==> src/verilog/ncb_map.vh <==
`ifndef NCB_MAP_VH
`define NCB_MAP_VH
// ****************************************************************
// Register offsets
// ****************************************************************
`define NCB_OFF_CTRL    5'h00
`define NCB_OFF_COL     5'h04
`define NCB_OFF_ROW     5'h08
`define NCB_OFF_DATA    5'h0c
`define NCB_OFF_STAT    5'h10
// ****************************************************************
// Control fields and operation codes
// ****************************************************************
`define NCB_CTRL_OP     3:0
`define NCB_CTRL_WPN    4
`define NCB_OP_CB_READ  4'h0
`define NCB_OP_CB_RDHI  4'h1
`define NCB_OP_CB_PROG  4'h2
`define NCB_OP_DATA_IN  4'h3
`define NCB_OP_CONFIRM  4'h4
`define NCB_OP_STATUS   4'h5
`define NCB_OP_STAT_ENH 4'h6
`define NCB_OP_RD_BYTE  4'h7
`define NCB_OP_RESUME   4'h8
`define NCB_OP_RESET    4'h9
// ****************************************************************
// Status register bits
// ****************************************************************
`define NCB_ST_ACTIVE   0
`define NCB_ST_RB       1
`define NCB_ST_REFUSED  2
`define NCB_ST_PLANE    3
`define NCB_ST_PARITY   4
`define NCB_ST_ECC      5
`define NCB_ST_INTR     6
`define NCB_ST_SR       15:8
`define NCB_SR_FAIL     0
`define NCB_SR_ECC      4
// ****************************************************************
// Flash command codes and address fields
// ****************************************************************
`define NCB_C_READ      8'h00
`define NCB_C_CB_LOW    8'h35
`define NCB_C_CB_HIGH   8'h36
`define NCB_C_CB_PROG   8'h85
`define NCB_C_CONFIRM   8'h10
`define NCB_C_STATUS    8'h70
`define NCB_C_STAT_ENH  8'h78
`define NCB_C_RESET     8'hff
`define NCB_PLANE_BIT   6
`define NCB_PARITY_BIT  0
// ****************************************************************
// Pin timing
// ****************************************************************
`define NCB_CLK_NS      10
`define NCB_TWP_NS      25
`define NCB_TWH_NS      15
`define NCB_TRP_NS      25
`define NCB_TREH_NS     15
`define NCB_TWB_NS      100
`define NCB_CYC(ns)     (((ns) + `NCB_CLK_NS - 1) / `NCB_CLK_NS)
`endif

==> src/verilog/ncb_host.v <==
// Operation
// - read setup, source address, confirm 35h
// - after ready, read bytes or send 85h
// - programming starts only on confirm 10h
// - source and destination share plane bit
// - odd/even page parity should match
// - interrupted program page must not be reused; the code only flags a reset taken in the first idle cycle after a program
// - raised read only after ECC errors seen
// - write 00h before resuming data reads
// - use enhanced status for shared selects
// - enhanced status carries plane and die address
`timescale 1ns/1ns
`include "ncb_map.vh"
module ncb_host (
   // Clock and reset
   input  wire        aclk,
   input  wire        aresetn,
   // AXI4-Lite write channels
   input  wire [4:0]  s_axi_awaddr,
   input  wire        s_axi_awvalid,
   output wire        s_axi_awready,
   input  wire [31:0] s_axi_wdata,
   input  wire [3:0]  s_axi_wstrb,
   input  wire        s_axi_wvalid,
   output wire        s_axi_wready,
   output reg  [1:0]  s_axi_bresp,
   output reg         s_axi_bvalid,
   input  wire        s_axi_bready,
   // AXI4-Lite read channels
   input  wire [4:0]  s_axi_araddr,
   input  wire        s_axi_arvalid,
   output wire        s_axi_arready,
   output reg  [31:0] s_axi_rdata,
   output reg  [1:0]  s_axi_rresp,
   output reg         s_axi_rvalid,
   input  wire        s_axi_rready,
   // Flash pins
   output reg         ce_n,
   output reg         cle,
   output reg         ale,
   output reg         we_n,
   output reg         read_strobe_n,
   output reg         wp_n,
   input  wire        rb_n,
   input  wire [7:0]  io_in,
   output reg  [7:0]  io_out,
   output reg         io_oe
);
   // ****************************************************************
   // Constants
   // ****************************************************************
   localparam [7:0] TWP_C  = `NCB_CYC(`NCB_TWP_NS);  // Write strobe low
   localparam [7:0] TWH_C  = `NCB_CYC(`NCB_TWH_NS);  // Write strobe high
   localparam [7:0] TRP_C  = `NCB_CYC(`NCB_TRP_NS);  // Read strobe low
   localparam [7:0] TREH_C = `NCB_CYC(`NCB_TREH_NS); // Read strobe high
   localparam [7:0] TWB_C  = `NCB_CYC(`NCB_TWB_NS);  // Busy onset delay
   localparam [2:0] K_CMD = 3'h0, K_ADR = 3'h1, K_DAT = 3'h2, K_RD = 3'h3,
                    K_WAIT = 3'h4, K_DONE = 3'h5;
   localparam [2:0] S_IDLE = 3'h0, S_DEC = 3'h1, S_WLO = 3'h2, S_WHI = 3'h3,
                    S_RLO = 3'h4, S_RHI = 3'h5, S_WB = 3'h6, S_WRB = 3'h7;
   localparam [1:0] OKAY = 2'h0, SLVERR = 2'h2;

   // ****************************************************************
   // Registers
   // ****************************************************************
   reg  [2:0]  state_reg;              // Sequencer state
   reg  [3:0]  op_reg;                 // Running operation
   reg  [2:0]  step_reg;               // Step within operation
   reg  [7:0]  ph_reg;                 // Phase counter
   reg  [15:0] col_reg;                // Column address
   reg  [23:0] row_reg;                // Row address
   reg  [23:0] src_row_reg;            // Copy-back source row
   reg  [7:0]  wdat_reg;               // Byte for data input
   reg  [7:0]  rdat_reg;               // Last byte read
   reg  [7:0]  sr_reg;                 // Last status byte
   reg         refused_reg;            // Order refused
   reg         plane_err_reg;          // Plane mismatch refused
   reg         parity_reg;             // Parity mismatch warning
   reg         ecc_seen_reg;           // ECC flag seen on source
   reg         intr_reg;               // Reset accepted in the first idle cycle after a program ends
   reg         prog_busy_reg;          // Program confirmed, not done
   // Step decode outputs
   reg  [2:0]  kind;
   reg  [7:0]  byte_val;

   // ****************************************************************
   // AXI write path
   // ****************************************************************
   wire wr_go = s_axi_awvalid & s_axi_wvalid & ~s_axi_bvalid;
   assign s_axi_awready = wr_go;
   assign s_axi_wready  = wr_go;
   wire wr_ctrl = wr_go & (s_axi_awaddr == `NCB_OFF_CTRL) & s_axi_wstrb[0];
   wire wr_stat = wr_go & (s_axi_awaddr == `NCB_OFF_STAT) & s_axi_wstrb[0];
   wire wr_map  = (s_axi_awaddr == `NCB_OFF_CTRL) | (s_axi_awaddr == `NCB_OFF_COL) |
                  (s_axi_awaddr == `NCB_OFF_ROW) | (s_axi_awaddr == `NCB_OFF_DATA) |
                  (s_axi_awaddr == `NCB_OFF_STAT);
   wire [3:0] new_op = s_axi_wdata[`NCB_CTRL_OP];
   // Only status reads, byte reads and reset may reach a busy device
   wire dev_ok = rb_n | (new_op == `NCB_OP_STATUS) | (new_op == `NCB_OP_STAT_ENH) |
                 (new_op == `NCB_OP_RD_BYTE) | (new_op == `NCB_OP_RESET);
   // Destination must share the source plane bit
   wire plane_bad = (new_op == `NCB_OP_CB_PROG) &
                    (row_reg[`NCB_PLANE_BIT] != src_row_reg[`NCB_PLANE_BIT]);
   // Raised pass voltage read only after an ECC flag
   wire hi_bad = (new_op == `NCB_OP_CB_RDHI) & ~ecc_seen_reg;
   wire op_bad = (new_op > `NCB_OP_RESET) | plane_bad | hi_bad;
   wire start  = wr_ctrl & (state_reg == S_IDLE) & dev_ok & ~op_bad;
   wire refuse = wr_ctrl & ~start;

   // Bus write response and plain registers
   always @(posedge aclk) begin
      if (!aresetn) begin
         s_axi_bvalid <= 1'b0;
         s_axi_bresp  <= OKAY;
         col_reg      <= 16'h0000;
         row_reg      <= 24'h000000;
         wdat_reg     <= 8'h00;
         wp_n         <= 1'b0;
      end else begin
         if (wr_go) begin
            s_axi_bvalid <= 1'b1;
            s_axi_bresp  <= wr_map ? OKAY : SLVERR;
         end else if (s_axi_bready) begin
            s_axi_bvalid <= 1'b0;
         end
         if (wr_ctrl)
            wp_n <= s_axi_wdata[`NCB_CTRL_WPN];
         if (wr_go && s_axi_awaddr == `NCB_OFF_COL)
            col_reg <= s_axi_wdata[15:0];
         if (wr_go && s_axi_awaddr == `NCB_OFF_ROW)
            row_reg <= s_axi_wdata[23:0];
         if (wr_go && s_axi_awaddr == `NCB_OFF_DATA)
            wdat_reg <= s_axi_wdata[7:0];
      end
   end

   // ****************************************************************
   // AXI read path
   // ****************************************************************
   assign s_axi_arready = ~s_axi_rvalid;
   wire [31:0] stat_word = {16'h0000, sr_reg, 1'b0, intr_reg, ecc_seen_reg, parity_reg,
                            plane_err_reg, refused_reg, rb_n, (state_reg != S_IDLE)};

   // Read data mux, registered
   always @(posedge aclk) begin
      if (!aresetn) begin
         s_axi_rvalid <= 1'b0;
         s_axi_rdata  <= 32'h00000000;
         s_axi_rresp  <= OKAY;
      end else if (s_axi_arvalid && !s_axi_rvalid) begin
         s_axi_rvalid <= 1'b1;
         s_axi_rresp  <= OKAY;
         case (s_axi_araddr)
            `NCB_OFF_CTRL: s_axi_rdata <= {27'h0000000, wp_n, op_reg};
            `NCB_OFF_COL:  s_axi_rdata <= {16'h0000, col_reg};
            `NCB_OFF_ROW:  s_axi_rdata <= {8'h00, row_reg};
            `NCB_OFF_DATA: s_axi_rdata <= {24'h000000, rdat_reg};
            `NCB_OFF_STAT: s_axi_rdata <= stat_word;
            default: begin
               s_axi_rdata <= 32'h00000000;
               s_axi_rresp <= SLVERR;
            end
         endcase
      end else if (s_axi_rready) begin
         s_axi_rvalid <= 1'b0;
      end
   end

   // ****************************************************************
   // Step decode: what each operation puts on the bus
   // ****************************************************************
   always @* begin
      kind     = K_DONE;
      byte_val = 8'h00;
      case (op_reg)
         `NCB_OP_CB_READ, `NCB_OP_CB_RDHI: begin
            case (step_reg)
               3'd0: begin kind = K_CMD; byte_val = `NCB_C_READ; end
               3'd1: begin kind = K_ADR; byte_val = col_reg[7:0]; end
               3'd2: begin kind = K_ADR; byte_val = col_reg[15:8]; end
               3'd3: begin kind = K_ADR; byte_val = row_reg[7:0]; end
               3'd4: begin kind = K_ADR; byte_val = row_reg[15:8]; end
               3'd5: begin kind = K_ADR; byte_val = row_reg[23:16]; end
               3'd6: begin
                  kind     = K_CMD;
                  byte_val = (op_reg == `NCB_OP_CB_RDHI) ? `NCB_C_CB_HIGH
                                                         : `NCB_C_CB_LOW;
               end
               3'd7: kind = K_WAIT;
               default: kind = K_DONE;
            endcase
         end
         `NCB_OP_CB_PROG: begin
            case (step_reg)
               3'd0: begin kind = K_CMD; byte_val = `NCB_C_CB_PROG; end
               3'd1: begin kind = K_ADR; byte_val = col_reg[7:0]; end
               3'd2: begin kind = K_ADR; byte_val = col_reg[15:8]; end
               3'd3: begin kind = K_ADR; byte_val = row_reg[7:0]; end
               3'd4: begin kind = K_ADR; byte_val = row_reg[15:8]; end
               3'd5: begin kind = K_ADR; byte_val = row_reg[23:16]; end
               default: kind = K_DONE;
            endcase
         end
         `NCB_OP_DATA_IN:
            if (step_reg == 3'd0) begin kind = K_DAT; byte_val = wdat_reg; end
         `NCB_OP_CONFIRM, `NCB_OP_RESET: begin
            case (step_reg)
               3'd0: begin
                  kind     = K_CMD;
                  byte_val = (op_reg == `NCB_OP_RESET) ? `NCB_C_RESET : `NCB_C_CONFIRM;
               end
               3'd1: kind = K_WAIT;
               default: kind = K_DONE;
            endcase
         end
         `NCB_OP_STATUS:
            case (step_reg)
               3'd0: begin kind = K_CMD; byte_val = `NCB_C_STATUS; end
               3'd1: kind = K_RD;
               default: kind = K_DONE;
            endcase
         `NCB_OP_STAT_ENH:
            case (step_reg)
               3'd0: begin kind = K_CMD; byte_val = `NCB_C_STAT_ENH; end
               3'd1: begin kind = K_ADR; byte_val = row_reg[7:0]; end
               3'd2: begin kind = K_ADR; byte_val = row_reg[15:8]; end
               3'd3: begin kind = K_ADR; byte_val = row_reg[23:16]; end
               3'd4: kind = K_RD;
               default: kind = K_DONE;
            endcase
         `NCB_OP_RD_BYTE:
            if (step_reg == 3'd0) kind = K_RD;
         `NCB_OP_RESUME:
            if (step_reg == 3'd0) begin kind = K_CMD; byte_val = `NCB_C_READ; end
         default: kind = K_DONE;
      endcase
   end

   // ****************************************************************
   // Pin sequencer
   // ****************************************************************
   always @(posedge aclk) begin
      if (!aresetn) begin
         state_reg     <= S_IDLE;
         op_reg        <= 4'h0;
         step_reg      <= 3'h0;
         ph_reg        <= 8'h00;
         ce_n          <= 1'b1;
         cle           <= 1'b0;
         ale           <= 1'b0;
         we_n          <= 1'b1;
         read_strobe_n <= 1'b1;
         io_out        <= 8'h00;
         io_oe         <= 1'b0;
         rdat_reg      <= 8'h00;
         src_row_reg   <= 24'h000000;
      end else begin
         case (state_reg)
            // Wait for an accepted order
            S_IDLE: begin
               ce_n <= 1'b1;
               if (start) begin
                  op_reg    <= new_op;
                  step_reg  <= 3'h0;
                  state_reg <= S_DEC;
                  if (new_op == `NCB_OP_CB_READ || new_op == `NCB_OP_CB_RDHI)
                     src_row_reg <= row_reg;
               end
            end
            // Set up the next bus cycle
            S_DEC: begin
               ce_n   <= 1'b0;
               ph_reg <= 8'h00;
               cle    <= (kind == K_CMD);
               ale    <= (kind == K_ADR);
               io_out <= byte_val;
               io_oe  <= (kind == K_CMD) | (kind == K_ADR) | (kind == K_DAT);
               case (kind)
                  K_CMD, K_ADR, K_DAT: begin
                     we_n      <= 1'b0;
                     state_reg <= S_WLO;
                  end
                  K_RD: begin
                     read_strobe_n <= 1'b0;
                     state_reg     <= S_RLO;
                  end
                  K_WAIT:  state_reg <= S_WB;
                  default: state_reg <= S_IDLE;
               endcase
            end
            // Write strobe low, then high
            S_WLO: begin
               ph_reg <= ph_reg + 8'h01;
               if (ph_reg == TWP_C - 8'h01) begin
                  we_n      <= 1'b1;
                  ph_reg    <= 8'h00;
                  state_reg <= S_WHI;
               end
            end
            S_WHI: begin
               ph_reg <= ph_reg + 8'h01;
               if (ph_reg == TWH_C - 8'h01) begin
                  cle       <= 1'b0;
                  ale       <= 1'b0;
                  io_oe     <= 1'b0;
                  step_reg  <= step_reg + 3'h1;
                  state_reg <= S_DEC;
               end
            end
            // Read strobe low; sample at its end
            S_RLO: begin
               ph_reg <= ph_reg + 8'h01;
               if (ph_reg == TRP_C - 8'h01) begin
                  rdat_reg      <= io_in;
                  read_strobe_n <= 1'b1;
                  ph_reg        <= 8'h00;
                  state_reg     <= S_RHI;
               end
            end
            S_RHI: begin
               ph_reg <= ph_reg + 8'h01;
               if (ph_reg == TREH_C - 8'h01) begin
                  step_reg  <= step_reg + 3'h1;
                  state_reg <= S_DEC;
               end
            end
            // Let busy assert, then wait for ready
            S_WB: begin
               ph_reg <= ph_reg + 8'h01;
               if (ph_reg == TWB_C - 8'h01)
                  state_reg <= S_WRB;
            end
            S_WRB:
               if (rb_n)
                  state_reg <= S_IDLE; // Wait is always the last step
            default: state_reg <= S_IDLE;
         endcase
      end
   end

   // ****************************************************************
   // Flags and status capture
   // ****************************************************************
   wire rd_done = (state_reg == S_RLO) && (ph_reg == TRP_C - 8'h01);
   wire is_stat = (op_reg == `NCB_OP_STATUS) | (op_reg == `NCB_OP_STAT_ENH) |
                  (op_reg == `NCB_OP_RD_BYTE);
   wire par_set = start & (new_op == `NCB_OP_CB_PROG) &
                  (row_reg[`NCB_PARITY_BIT] != src_row_reg[`NCB_PARITY_BIT]);
   wire [31:0] clr = wr_stat ? s_axi_wdata : 32'h00000000; // Write one to clear

   // Sticky flags; a set wins over a clear
   always @(posedge aclk) begin
      if (!aresetn) begin
         refused_reg   <= 1'b0;
         plane_err_reg <= 1'b0;
         parity_reg    <= 1'b0;
         ecc_seen_reg  <= 1'b0;
         intr_reg      <= 1'b0;
         prog_busy_reg <= 1'b0;
         sr_reg        <= 8'h00;
      end else begin
         refused_reg   <= refuse | (refused_reg & ~clr[`NCB_ST_REFUSED]);
         plane_err_reg <= (refuse & plane_bad) | (plane_err_reg & ~clr[`NCB_ST_PLANE]);
         parity_reg    <= par_set | (parity_reg & ~clr[`NCB_ST_PARITY]);
         // Status byte kept from status, enhanced status and byte reads, in any mode
         if (rd_done && is_stat) begin
            sr_reg       <= io_in & 8'hf9;
         end
         // ECC flag on a source read enables the raised read
         ecc_seen_reg <= (rd_done & is_stat & io_in[`NCB_SR_ECC]) |
                         (ecc_seen_reg & ~clr[`NCB_ST_ECC]);
         // Program is in flight from confirm to ready
         if (start && new_op == `NCB_OP_CONFIRM)
            prog_busy_reg <= 1'b1;
         else if (state_reg == S_IDLE && rb_n)
            prog_busy_reg <= 1'b0;
         // Reset in the first idle cycle after a program flags that page
         intr_reg <= (start & (new_op == `NCB_OP_RESET) & prog_busy_reg) |
                     (intr_reg & ~clr[`NCB_ST_INTR]);
      end
   end
endmodule // ncb_host

==> config.mk <==
export PLATFORM = sky130hd
export DESIGN_NAME = ncb_host
export DESIGN_NICKNAME = d
export VERILOG_FILES = /design/src/verilog/ncb_host.v
export VERILOG_INCLUDE_DIRS = /design/src /design/src/verilog
export SDC_FILE = /design/constraint.sdc
export NUM_CORES = 1
export LEC_CHECK = 0
export BUFFER_PORTS_ARGS = -buffer_cell sky130_fd_sc_hd__buf_2
export CAP_MARGIN = 30
export CORE_UTILIZATION = 30
export CTS_CLUSTER_SIZE = 24
export DETAILED_ROUTE_END_ITERATION = 10
export MAX_ROUTING_LAYER = met4
export PLACE_DENSITY_LB_ADDON = 0.05
export RECOVER_POWER = 25
export SETUP_SLACK_MARGIN = 0.15
export SKIP_CTS_REPAIR_TIMING = 1
export SLEW_MARGIN = 20
export SYNTH_ARGS = -nofsm -noshare
export SYNTH_HDL_FRONTEND = slang
export SYNTH_SLANG_ARGS = --single-unit
==> constraint.sdc <==
create_clock -name aclk -period 2.8 [get_ports aclk]
set_clock_uncertainty 0.1 [all_clocks]
set_input_delay 0.28 -clock aclk [delete_from_list [all_inputs] [get_ports aclk]]
set_output_delay 0.28 -clock aclk [all_outputs]
set_load 0.1 [all_outputs]
==> results of run 1 <==
-- cell usage in the layout, fill, tap and decap left out, drive strengths merged, types with 3 or more instances in the layout --
master	n
clkinv	3
a32oi	4
and3	5
nand2	46
nand2b	5
o211ai	6
nand3	24
a31oi	12
ha	9
nor4b	3
a211oi	3
a22o	6
clkbuf	61
buf	100
nand4	9
conb	10
a21oi	82
nor2b	11
a222oi	22
nor2	148
a221oi	4
o211a	4
o21ai	27
dlygate4sd3	4
nor3b	3
nand3b	3
nor3	10
a22oi	13
dfxtp	131
mux2i	64
xor2	8
or3	5
inv	22
a311oi	3
nor4	5
clkinvlp	7
-- synth_stat cells (all sizes together) (4+ instances only) --
cell / instances / area (um^2)
a31oi: 12 / 75.1
a22oi: 13 / 97.6
o21ai: 27 / 135
nor4: 5 / 46.3
nor2b: 11 / 68.8
nand3: 24 / 125
nand4: 9 / 56.3
a221oi: 4 / 35.0
clkbuf: 53 / 199
a21oi: 82 / 410
nand2b: 5 / 31.3
ha: 9 / 113
and3: 5 / 31.3
nand2: 46 / 173
o211a: 4 / 40.0
mux2i: 64 / 641
inv: 20 / 75.1
xor2: 8 / 70.1
dfxtp: 131 / 2620
nor3: 10 / 50.1
buf: 18 / 110
a22o: 6 / 52.6
or3: 5 / 31.3
a222oi: 22 / 220
a32oi: 4 / 35.0
o211ai: 6 / 45.0
nor2: 148 / 558
-- metal layers --
metal,track usage,vias up
met5,-,-
met4,0.0641,0
li1,-,3096
met3,0.0324,22
met1,0.281,3122
met2,0.327,213
-- power by group through the flow --
stage                     Combinational, uW  Sequential [uW]  Clock, uW
after floorplan                         167             1950          0
after global placement                  274             1920          0
after detailed placement                277             1920          0
after CTS                               277             1880       2290
after global routing                    295             1880       2370
final                                   277             1880       2240
-- worst min-delay path, cell delays in order --
cell	delay [ns]
sky130_fd_sc_hd__buf_2	0.08
sky130_fd_sc_hd__mux2i_1	0.05
sky130_fd_sc_hd__nor2_1	0.07
-- final timing paths --
| path | startpoint | endpoint | slack, ns |
|---|---|---|---|
| worst min-delay path | s_axi_wdata[17] | row_reg[17] | -0.01 |
| worst min register to register | s_axi_rdata[21] | s_axi_rdata[21] | 0.35 |
| worst max register to register | step_reg[1] | io_out[5] | 0.27 |
| worst max-delay path | step_reg[1] | io_out[5] | 0.27 |
-- cell families (layout without fill, tap and decap cells) --
kind of cell	after synthesis	after routing	synth area share
AO/OA/AOI/OAI	209	209	0.213
flip-flops	131	131	0.399
multiplexers	64	64	0.0974
AND/OR/NAND/NOR	287	287	0.203
XOR/XNOR	9	9	0.0120
buffers and inverters	92	198	0.0589
adder cells (fa/ha/maj)	9	9	0.0171
other	1	10	0.000570
-- metrics by stage --
step / setup TNS, ns / hold WS [ns]
6_report: 0 / -0.0133
5_1_grt: 0 / 0.00406
4_1_cts: -0.0364 / -0.0883
3_3_place_gp: 0 / 0.341
3_5_place_dp: -0.0165 / 0.345
2_1_floorplan: 0 / 0.272
-- final cells by class --
| class | count | area (um^2) | share of cell area |
|---|---|---|---|
| multi-input combinational | 588 | 3630 | 0.449 |
| sequential | 131 | 2630 | 0.325 |
| timing repair buffer | 145 | 806 | 0.0997 |
| clock buffer | 20 | 468 | 0.0579 |
| tap | 275 | 344 | 0.0426 |
| clock inverter | 12 | 123 | 0.0152 |
| inverter | 21 | 81.3 | 0.0101 |
==> results, run 1 <==
- The run finished, with violations left.
- The final reports fail on negative hold slack.
- Of the total power, registers draw 0.427.
- In the finished design, the share of the clock period the worst path needs comes to 0.905.
- The number of cells on the worst reg-to-reg path is 12.
- The overall die height is 150 um.
- The count of cells along the worst hold path is 3.
- The detail-routed net length per standard cell is 18.9 um.
- The repair_antennas step left the layout with diodes totalling 0.
- The number of unique standard cell types used by synthesis is just under 70.
- For this run, design rule violations remaining after detail routing come to 0.
- TritonCTS built the clock tree.
- The type of element capturing the critical path is a flop.
- The via count of the first global-routing pass is ~5900.
- The path class of the tightest hold or removal check is in -> reg.
- On the critical path the largest part of the delay comes from buffers and inverters.
- The signal on the critical path passes through inv_1 -> buf_4 -> ha_1 -> buf_4 -> nand2_1 -> a21boi_0 -> a31oi_1 -> buf_4 -> a31oi_1 -> a311oi_2 -> buf_4 -> o21ai_0.
- The master of the slowest instance on the critical path is sky130_fd_sc_hd__dfxtp_1.
- The total overflow left after global routing is 0.
- The fraction of registers with async set/reset is 0.
- For this design the static power due to leakage is ~0.0033 uW.
- The initial core utilization is 0.309.
- Of the cells placed in the final design, the portion with a size suffix greater than 1 is 0.162.
- The number of antenna violations at the first check in global routing is 0.
- The worst-margin pin slew is 1.20 ns.
- Once layout is complete, the cells apart from fillers number 1192.
- Data on the critical path is required at its endpoint by between 3 and 4 ns.
- The count of flip-flops with a built-in enable after synthesis is 0.
- The biggest fanout along the worst timing path is 12.
- The highest attainable clock frequency is 395 MHz.
- The switching power share of the total is 0.262.
- The HPWL reported at the end of detailed placement is approximately 17 mm.
- CTS placed an instance of sky130_fd_sc_hd__clkbuf_16 at the clock tree root.
- The power density normalized to cell area is around 540 nW/um^2.
- The total detailed-routing wirelength is between 20 and 25 mm.
- Once detail routing completed, the nets flagged for antenna violations numbered 0.
- The critical path in this run is classified as reg -> reg.
- The dominant synthesized flop cell is sky130_fd_sc_hd__dfxtp_1.
- STA classifies the critical path startpoint as a flop.
- Headroom to the max-slew limit came out at 0.198.
- At the placement stage, the worst setup path has a slack of -0.0165 ns.
- The sum of met2 wire segment lengths after detailed routing is ~11 mm.
- The completed layout was analyzed and its total power is about 4400 uW.
- The placed standard-cell area is between 7000 and 8000 um^2.
- The die covers around 23000 um^2.
- Detailed routing placed a total of approximately 1.1 mm of wire on met3.
- The count of buffers added on input and output ports is 96.
- Setup repair after global routing could not meet its margin everywhere.
- The clock input transition at the sequential cells of the worst setup and hold paths is ~0.070 ns.
- The worst slack on hold paths is -0.0133 ns.
- The total routed wire length on the met1 layer is 10.5 mm.
- During synthesis, Yosys emitted a total of 0 warnings.
- Across the run, the number of max-cap violations was 0.
- The number of hold violations in the final report is 6.
- The pin count of the biggest net entering global routing is 60.
- The horizontal die dimension is approximately 150 um.
- The combinational group share of total power is 0.063.
- The core utilization of the finished layout is 0.380.
- The number of max-slew violations in the final report is 0.
- The highest layer used for signal routing is met4.
- The power dissipated by switching net loads is around 1200 uW.
- Synthesis handed over a netlist of roughly 800 instances.
- Setup violations remaining at the end of the flow were counted as 0.
- The most numerous cell type found on the critical path is sky130_fd_sc_hd__buf_4.
- The number of clock buffers inserted by TritonCTS is 17.
- The synthesized area divided by synthesized cell count is approximately 8.2 um^2.
- Compared with the post-synthesis result, the final layout area differs by 22.8%.
- The number of buffer and inverter instances along the worst setup path is 5.
- Counting flops and latches in the post-synthesis netlist gives 131.
- The count of standard-cell rows is 53.
- The first global-routing pass estimated 34.5 mm of wire.
- IR analysis of the VDD net gives a maximum drop of roughly 0.4 mV.
- Cell internal power was estimated by the tool at approximately 3200 uW.
- The total placed cells including tap cells is roughly 1200.
- The share of total power dissipated in the clock network is 0.510.
- The synthesized cell area is roughly 6600 um^2.
- The worst path in the final design needs a cycle of between 2 and 3 ns, including I/O delays and setup.
- After routing the design area is 8080 um^2.
- The number of sinks on the clock net is ~130.
- On the worst path, the slowest cell contributes a delay of 0.43 ns.
- The number of H-tree branching levels is 4.
- At the later pin of the worst-skew pair, clock insertion delay measures between 0.4 and 0.5 ns.
- The detailed-route vias per instance is between 5 and 6.
- For this run, the total global-route usage over all layers was measured as 0.211.
- The fill cell total of the finished layout is between 2000 and 2500.
- The total area inside the core boundary comes to 21300 um^2.
- The routability congestion estimate is between 0.8 and 0.9.
- The routed layout has 6453 vias.
- The least setup slack across all paths after layout is 0.266 ns.
- The maximum root-to-sink buffer count is 2.
- The net count of the finished layout is a little under 1000.
- Of the synthesized area, sequential elements account for 0.399.
- The count of TritonRoute iterations in the first routing pass is 6.
- The logic depth of the worst setup path including buffers is 12.
- During I/O placement, the number of pins put on the boundary was about 120.
- The DRC marker count from the first detailed-route iteration is between 500 and 600.
- The arrival time at the worst endpoint is approximately 2.7 ns.
Note: power is estimated with default switching activity, not from simulation.
==> run 2, diff against run 1 <==
--- a/config.mk
+++ b/config.mk
@@ -6,6 +6,7 @@
 export SDC_FILE = /design/constraint.sdc
 export NUM_CORES = 1
 export LEC_CHECK = 0
+export ABC_AREA = 1
 export BUFFER_PORTS_ARGS = -buffer_cell sky130_fd_sc_hd__buf_2
 export CAP_MARGIN = 30
 export CORE_UTILIZATION = 30
==> results, run 2 <==
- The run finished, with violations left.
- The checks that failed: negative hold slack.
- Entering global routing, the biggest net connects 47 pins.
- In this run the remaining antenna-violating nets after routing total 0.
- The library cell used most frequently in the layout, excluding fill and tap cells, is sky130_fd_sc_hd__nand2_1.
- The share of total power dissipated in sequential elements is 0.411.
- The worst supply voltage drop on vdd is 0.367 mV.
- The number of hold violations in the final report is 2.
- Of the total power, the share spent switching nets is 0.287.
- Timing would allow up to roughly 430 MHz.
- The die outline area is 22900 um^2.
- The CTS tree is yes.
- The horizontal die dimension is 151 um.
- The number of warnings issued by yosys is 0.
- For this run, the share of the core covered by cells in the final layout is 0.364.
- The clock latency on the worst-skew pair is around 0.43 ns.
- The share of total power dissipated in the clock network is 0.473.
- The final instance area is around 8000 um^2.
- The library cell with the largest summed area after synthesis is sky130_fd_sc_hd__dfxtp_1.
- For this run, asynchronously set or reset flops after synthesis account for 0.
- The shortest period the worst path allows is 2.33 ns.
- In the finished design, the share of the clock period the worst path needs comes to 0.833.
- Dividing total power by cell area gives a power density of about 600 nW/um^2.
- Clock-pin slew was measured on the worst setup and hold paths at approximately 0.060 ns.
- Yosys mapped a number of flops with a built-in enable equal to 0.
- Setup total negative slack on the finished layout was measured at 0 ns.
- The overall routing resource usage is 0.212.
- Total power for the finished layout comes to around 4700 uW.
- The number of max-cap violations is 0.
- The number of antenna violations at the first check in global routing was 0.
- The most used standard cell by instance count after synthesis is sky130_fd_sc_hd__nand2_1.
- The number of antenna diodes in the final layout is 0.
- Setup repair after global routing left no endpoint under its margin.
- The H-tree was split into 4 levels.
- At the end of routability-driven placement, the weighted congestion stood at between 0.9 and 1.
- The gate count of the mapped netlist is 970.
- Traced cell by cell, the critical path runs through inv_1 -> ha_1 -> nand2_2 -> nand2_1 -> nor2_2 -> nand3_1 -> nand2_1 -> nand2_1 -> nand2_1 -> nand3_1 -> nand2_1 -> a21oi_1.
- The number of sinks on the clock net is 131.
- The critical path class is reg -> reg.
- The maximum root-to-sink buffer count is 2.
- STA puts the critical path data required time at 2.98 ns.
- The number of nets in the layout is 1135.
- The detailed router placed approximately 6700 vias in this run.
- The type of element capturing the critical path is a flop.
- The worst slew slack as a fraction of its limit is 0.219.
- For this run, the leading register cell type out of synthesis is sky130_fd_sc_hd__dfxtp_1.
- The die is around 150 um tall.
- Among all stages on the critical path, the largest delay is contributed by sky130_fd_sc_hd__dfxtp_1.
- The share of total power dissipated in combinational logic is 0.115.
- After floorplanning, the core was sized to cover about 22000 um^2.
- In the layout the commonest cells are sky130_fd_sc_hd__nand2_1, sky130_fd_sc_hd__dfxtp_1, sky130_fd_sc_hd__a21oi_1, sky130_fd_sc_hd__o21ai_0, sky130_fd_sc_hd__inv_1.
- The biggest fanout along the worst timing path is 8.
- The detail-routed net length per standard cell is between 15 and 20 um.
- The tightest hold path in the finished design has a slack of -0.0117 ns.
- The detailed-route vias per instance is 4.94.
- In this run the cell area measured after placement is about 7400 um^2.
- The internal portion of the total power is around 3300 uW.
- Yosys attributes the largest share of cell area to sky130_fd_sc_hd__dfxtp_1, sky130_fd_sc_hd__nand2_1, sky130_fd_sc_hd__a21oi_1.
- The worst-margin pin slew is 1.18 ns.
- The initial utilization of the core area, before any placement, comes to 0.306.
- Data arrives at the worst endpoint at between 2 and 3 ns.
- The type of origin of the critical path is a flop.
- The via count of the first global-routing pass is between 6000 and 7000.
- The synthesized area divided by synthesized cell count is between 6 and 7 um^2.
- Across all register-to-register paths, the minimum setup slack is 0.47 ns.
- The number of top-level design ports is 118.
- The number of port buffers is 96.
- The analysis attributes to cell leakage a power of roughly 0.0033 uW.
- The number of unique standard cell types used by synthesis is between 40 and 50.
- The delay of the slowest cell on the worst path is 0.45 ns.
- The growth of design area from synthesis to finish is 19.0%.
- The worst hold path class is in -> reg.
- The number of max-slew violations in the final report is 0.
- Detailed placement finished with a half-perimeter wire length of between 15 and 20 mm.
- The most frequent cell on the critical path is sky130_fd_sc_hd__nand2_1.
- The final layout contains routed wiring with a total length of around 23 mm.
- In this run, synthesis produced a sequential element count of 131.
- The count of standard-cell rows is 54.
- Setup violations remaining at the end of the flow were counted as 0.
- The least setup slack across all paths after layout is around 0.47 ns.
- The share of the synthesized area in the top cell type is 0.393.
- The kind of cell adding the most delay to the critical path is simple AND/OR/NAND/NOR gates.
- Before CTS, the worst setup slack after placement is about 0.52 ns.
- After global routing the overflow that remains totals 0.
- The commonest cells after synthesis are sky130_fd_sc_hd__nand2_1, sky130_fd_sc_hd__dfxtp_1, sky130_fd_sc_hd__a21oi_1.
- After the first detailed-routing iteration, the DRC count stood at 340.
- Of the synthesized area, sequential elements account for 0.393.
- The number of clock buffers inserted by TritonCTS is 17.
- Counting both buffers and inverters, the worst setup path holds a total of 1.
- Of the cells placed in the final design, the portion with a size suffix greater than 1 is 0.153.
- CTS placed an instance of sky130_fd_sc_hd__clkbuf_16 at the clock tree root.
- The number of design rule violations left after detail routing is 0.
- The synthesized cell area is 6680 um^2.
- The global-route wire length before repair is 35.1 mm.
- The power dissipated by switching net loads is ~1300 uW.
- The count of TritonRoute iterations in the first routing pass is 5.
==> run 2: cell types whose count changed after synthesis, moves of 21 or more <==
cell                       change
sky130_fd_sc_hd__clkbuf_1     -33
sky130_fd_sc_hd__nand3_1      +21
sky130_fd_sc_hd__o21ai_0      +78
sky130_fd_sc_hd__inv_1        +70
sky130_fd_sc_hd__a222oi_1     -22
sky130_fd_sc_hd__nand2_1     +156
sky130_fd_sc_hd__nor2_1       -62
sky130_fd_sc_hd__mux2i_1      -64
sky130_fd_sc_hd__inv_2        +22
sky130_fd_sc_hd__a21oi_1      +30
==> run 2: cell families (layout without fill, tap and decap cells) <==
| group | after synthesis | count (layout) | synth area share |
|---|---|---|---|
| xor gates and xnor gates | 1 | 1 | 0.00131 |
| DFF | 131 | 131 | 0.393 |
| buffers and inverters | 158 | 256 | 0.0987 |
| adders and majority gates | 9 | 9 | 0.0169 |
| and+or+nand+nor | 388 | 388 | 0.260 |
| other | 1 | 10 | 0.000561 |
| AOI/OAI and AO/OA | 282 | 282 | 0.230 |
==> run 2: worst paths after layout <==
kind                                      start  depth (start not counted)     endpoint
worst max-delay path                step_reg[1]                         12    io_out[6]
worst min-delay path            s_axi_wdata[22]                          3  row_reg[22]
worst max register to register      step_reg[1]                         12    io_out[6]
worst min register to register             ce_n                          2         ce_n
==> run 2: final cells by class <==
cell class	instances	area, um^2
Tap cell	280	350
Clock buffer	22	484
Clock inverter	10	97.6
Sequential cell	131	2620
Inverter	115	440
Timing Repair Buffer	109	542
Fill cell	2442	13900
Multi-Input combinational cell	690	3410
==> run 2: metal layers <==
metal	global-route usage	up-vias	part of all wire
li1	-	3403	-
met1	0.285	3113	0.50
met2	0.315	156	0.43
met3	0.0419	32	0.045
met4	0.0725	0	0.025
met5	-	-	0
==> run 2: worst reg2reg max path, cell delays in order (launching register included) <==
cell and delay [ns]:
sky130_fd_sc_hd__dfxtp_1 0.45, sky130_fd_sc_hd__inv_1 0.13, sky130_fd_sc_hd__ha_1 0.25, sky130_fd_sc_hd__nand2_2 0.21, sky130_fd_sc_hd__nand2_1 0.10, sky130_fd_sc_hd__nor2_2 0.13
sky130_fd_sc_hd__nand3_1 0.08, sky130_fd_sc_hd__nand2_1 0.07, sky130_fd_sc_hd__nand2_1 0.18, sky130_fd_sc_hd__nand2_1 0.13, sky130_fd_sc_hd__nand3_1 0.18, sky130_fd_sc_hd__nand2_1 0.13
sky130_fd_sc_hd__a21oi_1 0.06
==> run 2: power groups by stage <==
stage	registers, uW	clock network (uW)	logic (uW)
2_1_floorplan	2100	0	278
3_3_place_gp	1960	0	548
3_5_place_dp	1960	0	548
4_1_cts	1920	2260	549
5_1_grt	1920	2340	582
6_report	1920	2200	536
==> run 2: per-stage QoR <==
| stage | cells | hold WS, ns |
|---|---|---|
| floorplan | 979 | 0.323 |
| global placement | 1324 | 0.343 |
| detailed placement | 1324 | 0.337 |
| CTS | 1356 | -0.0215 |
| global route | 1357 | 0.00465 |
| finish | 1357 | -0.0117 |
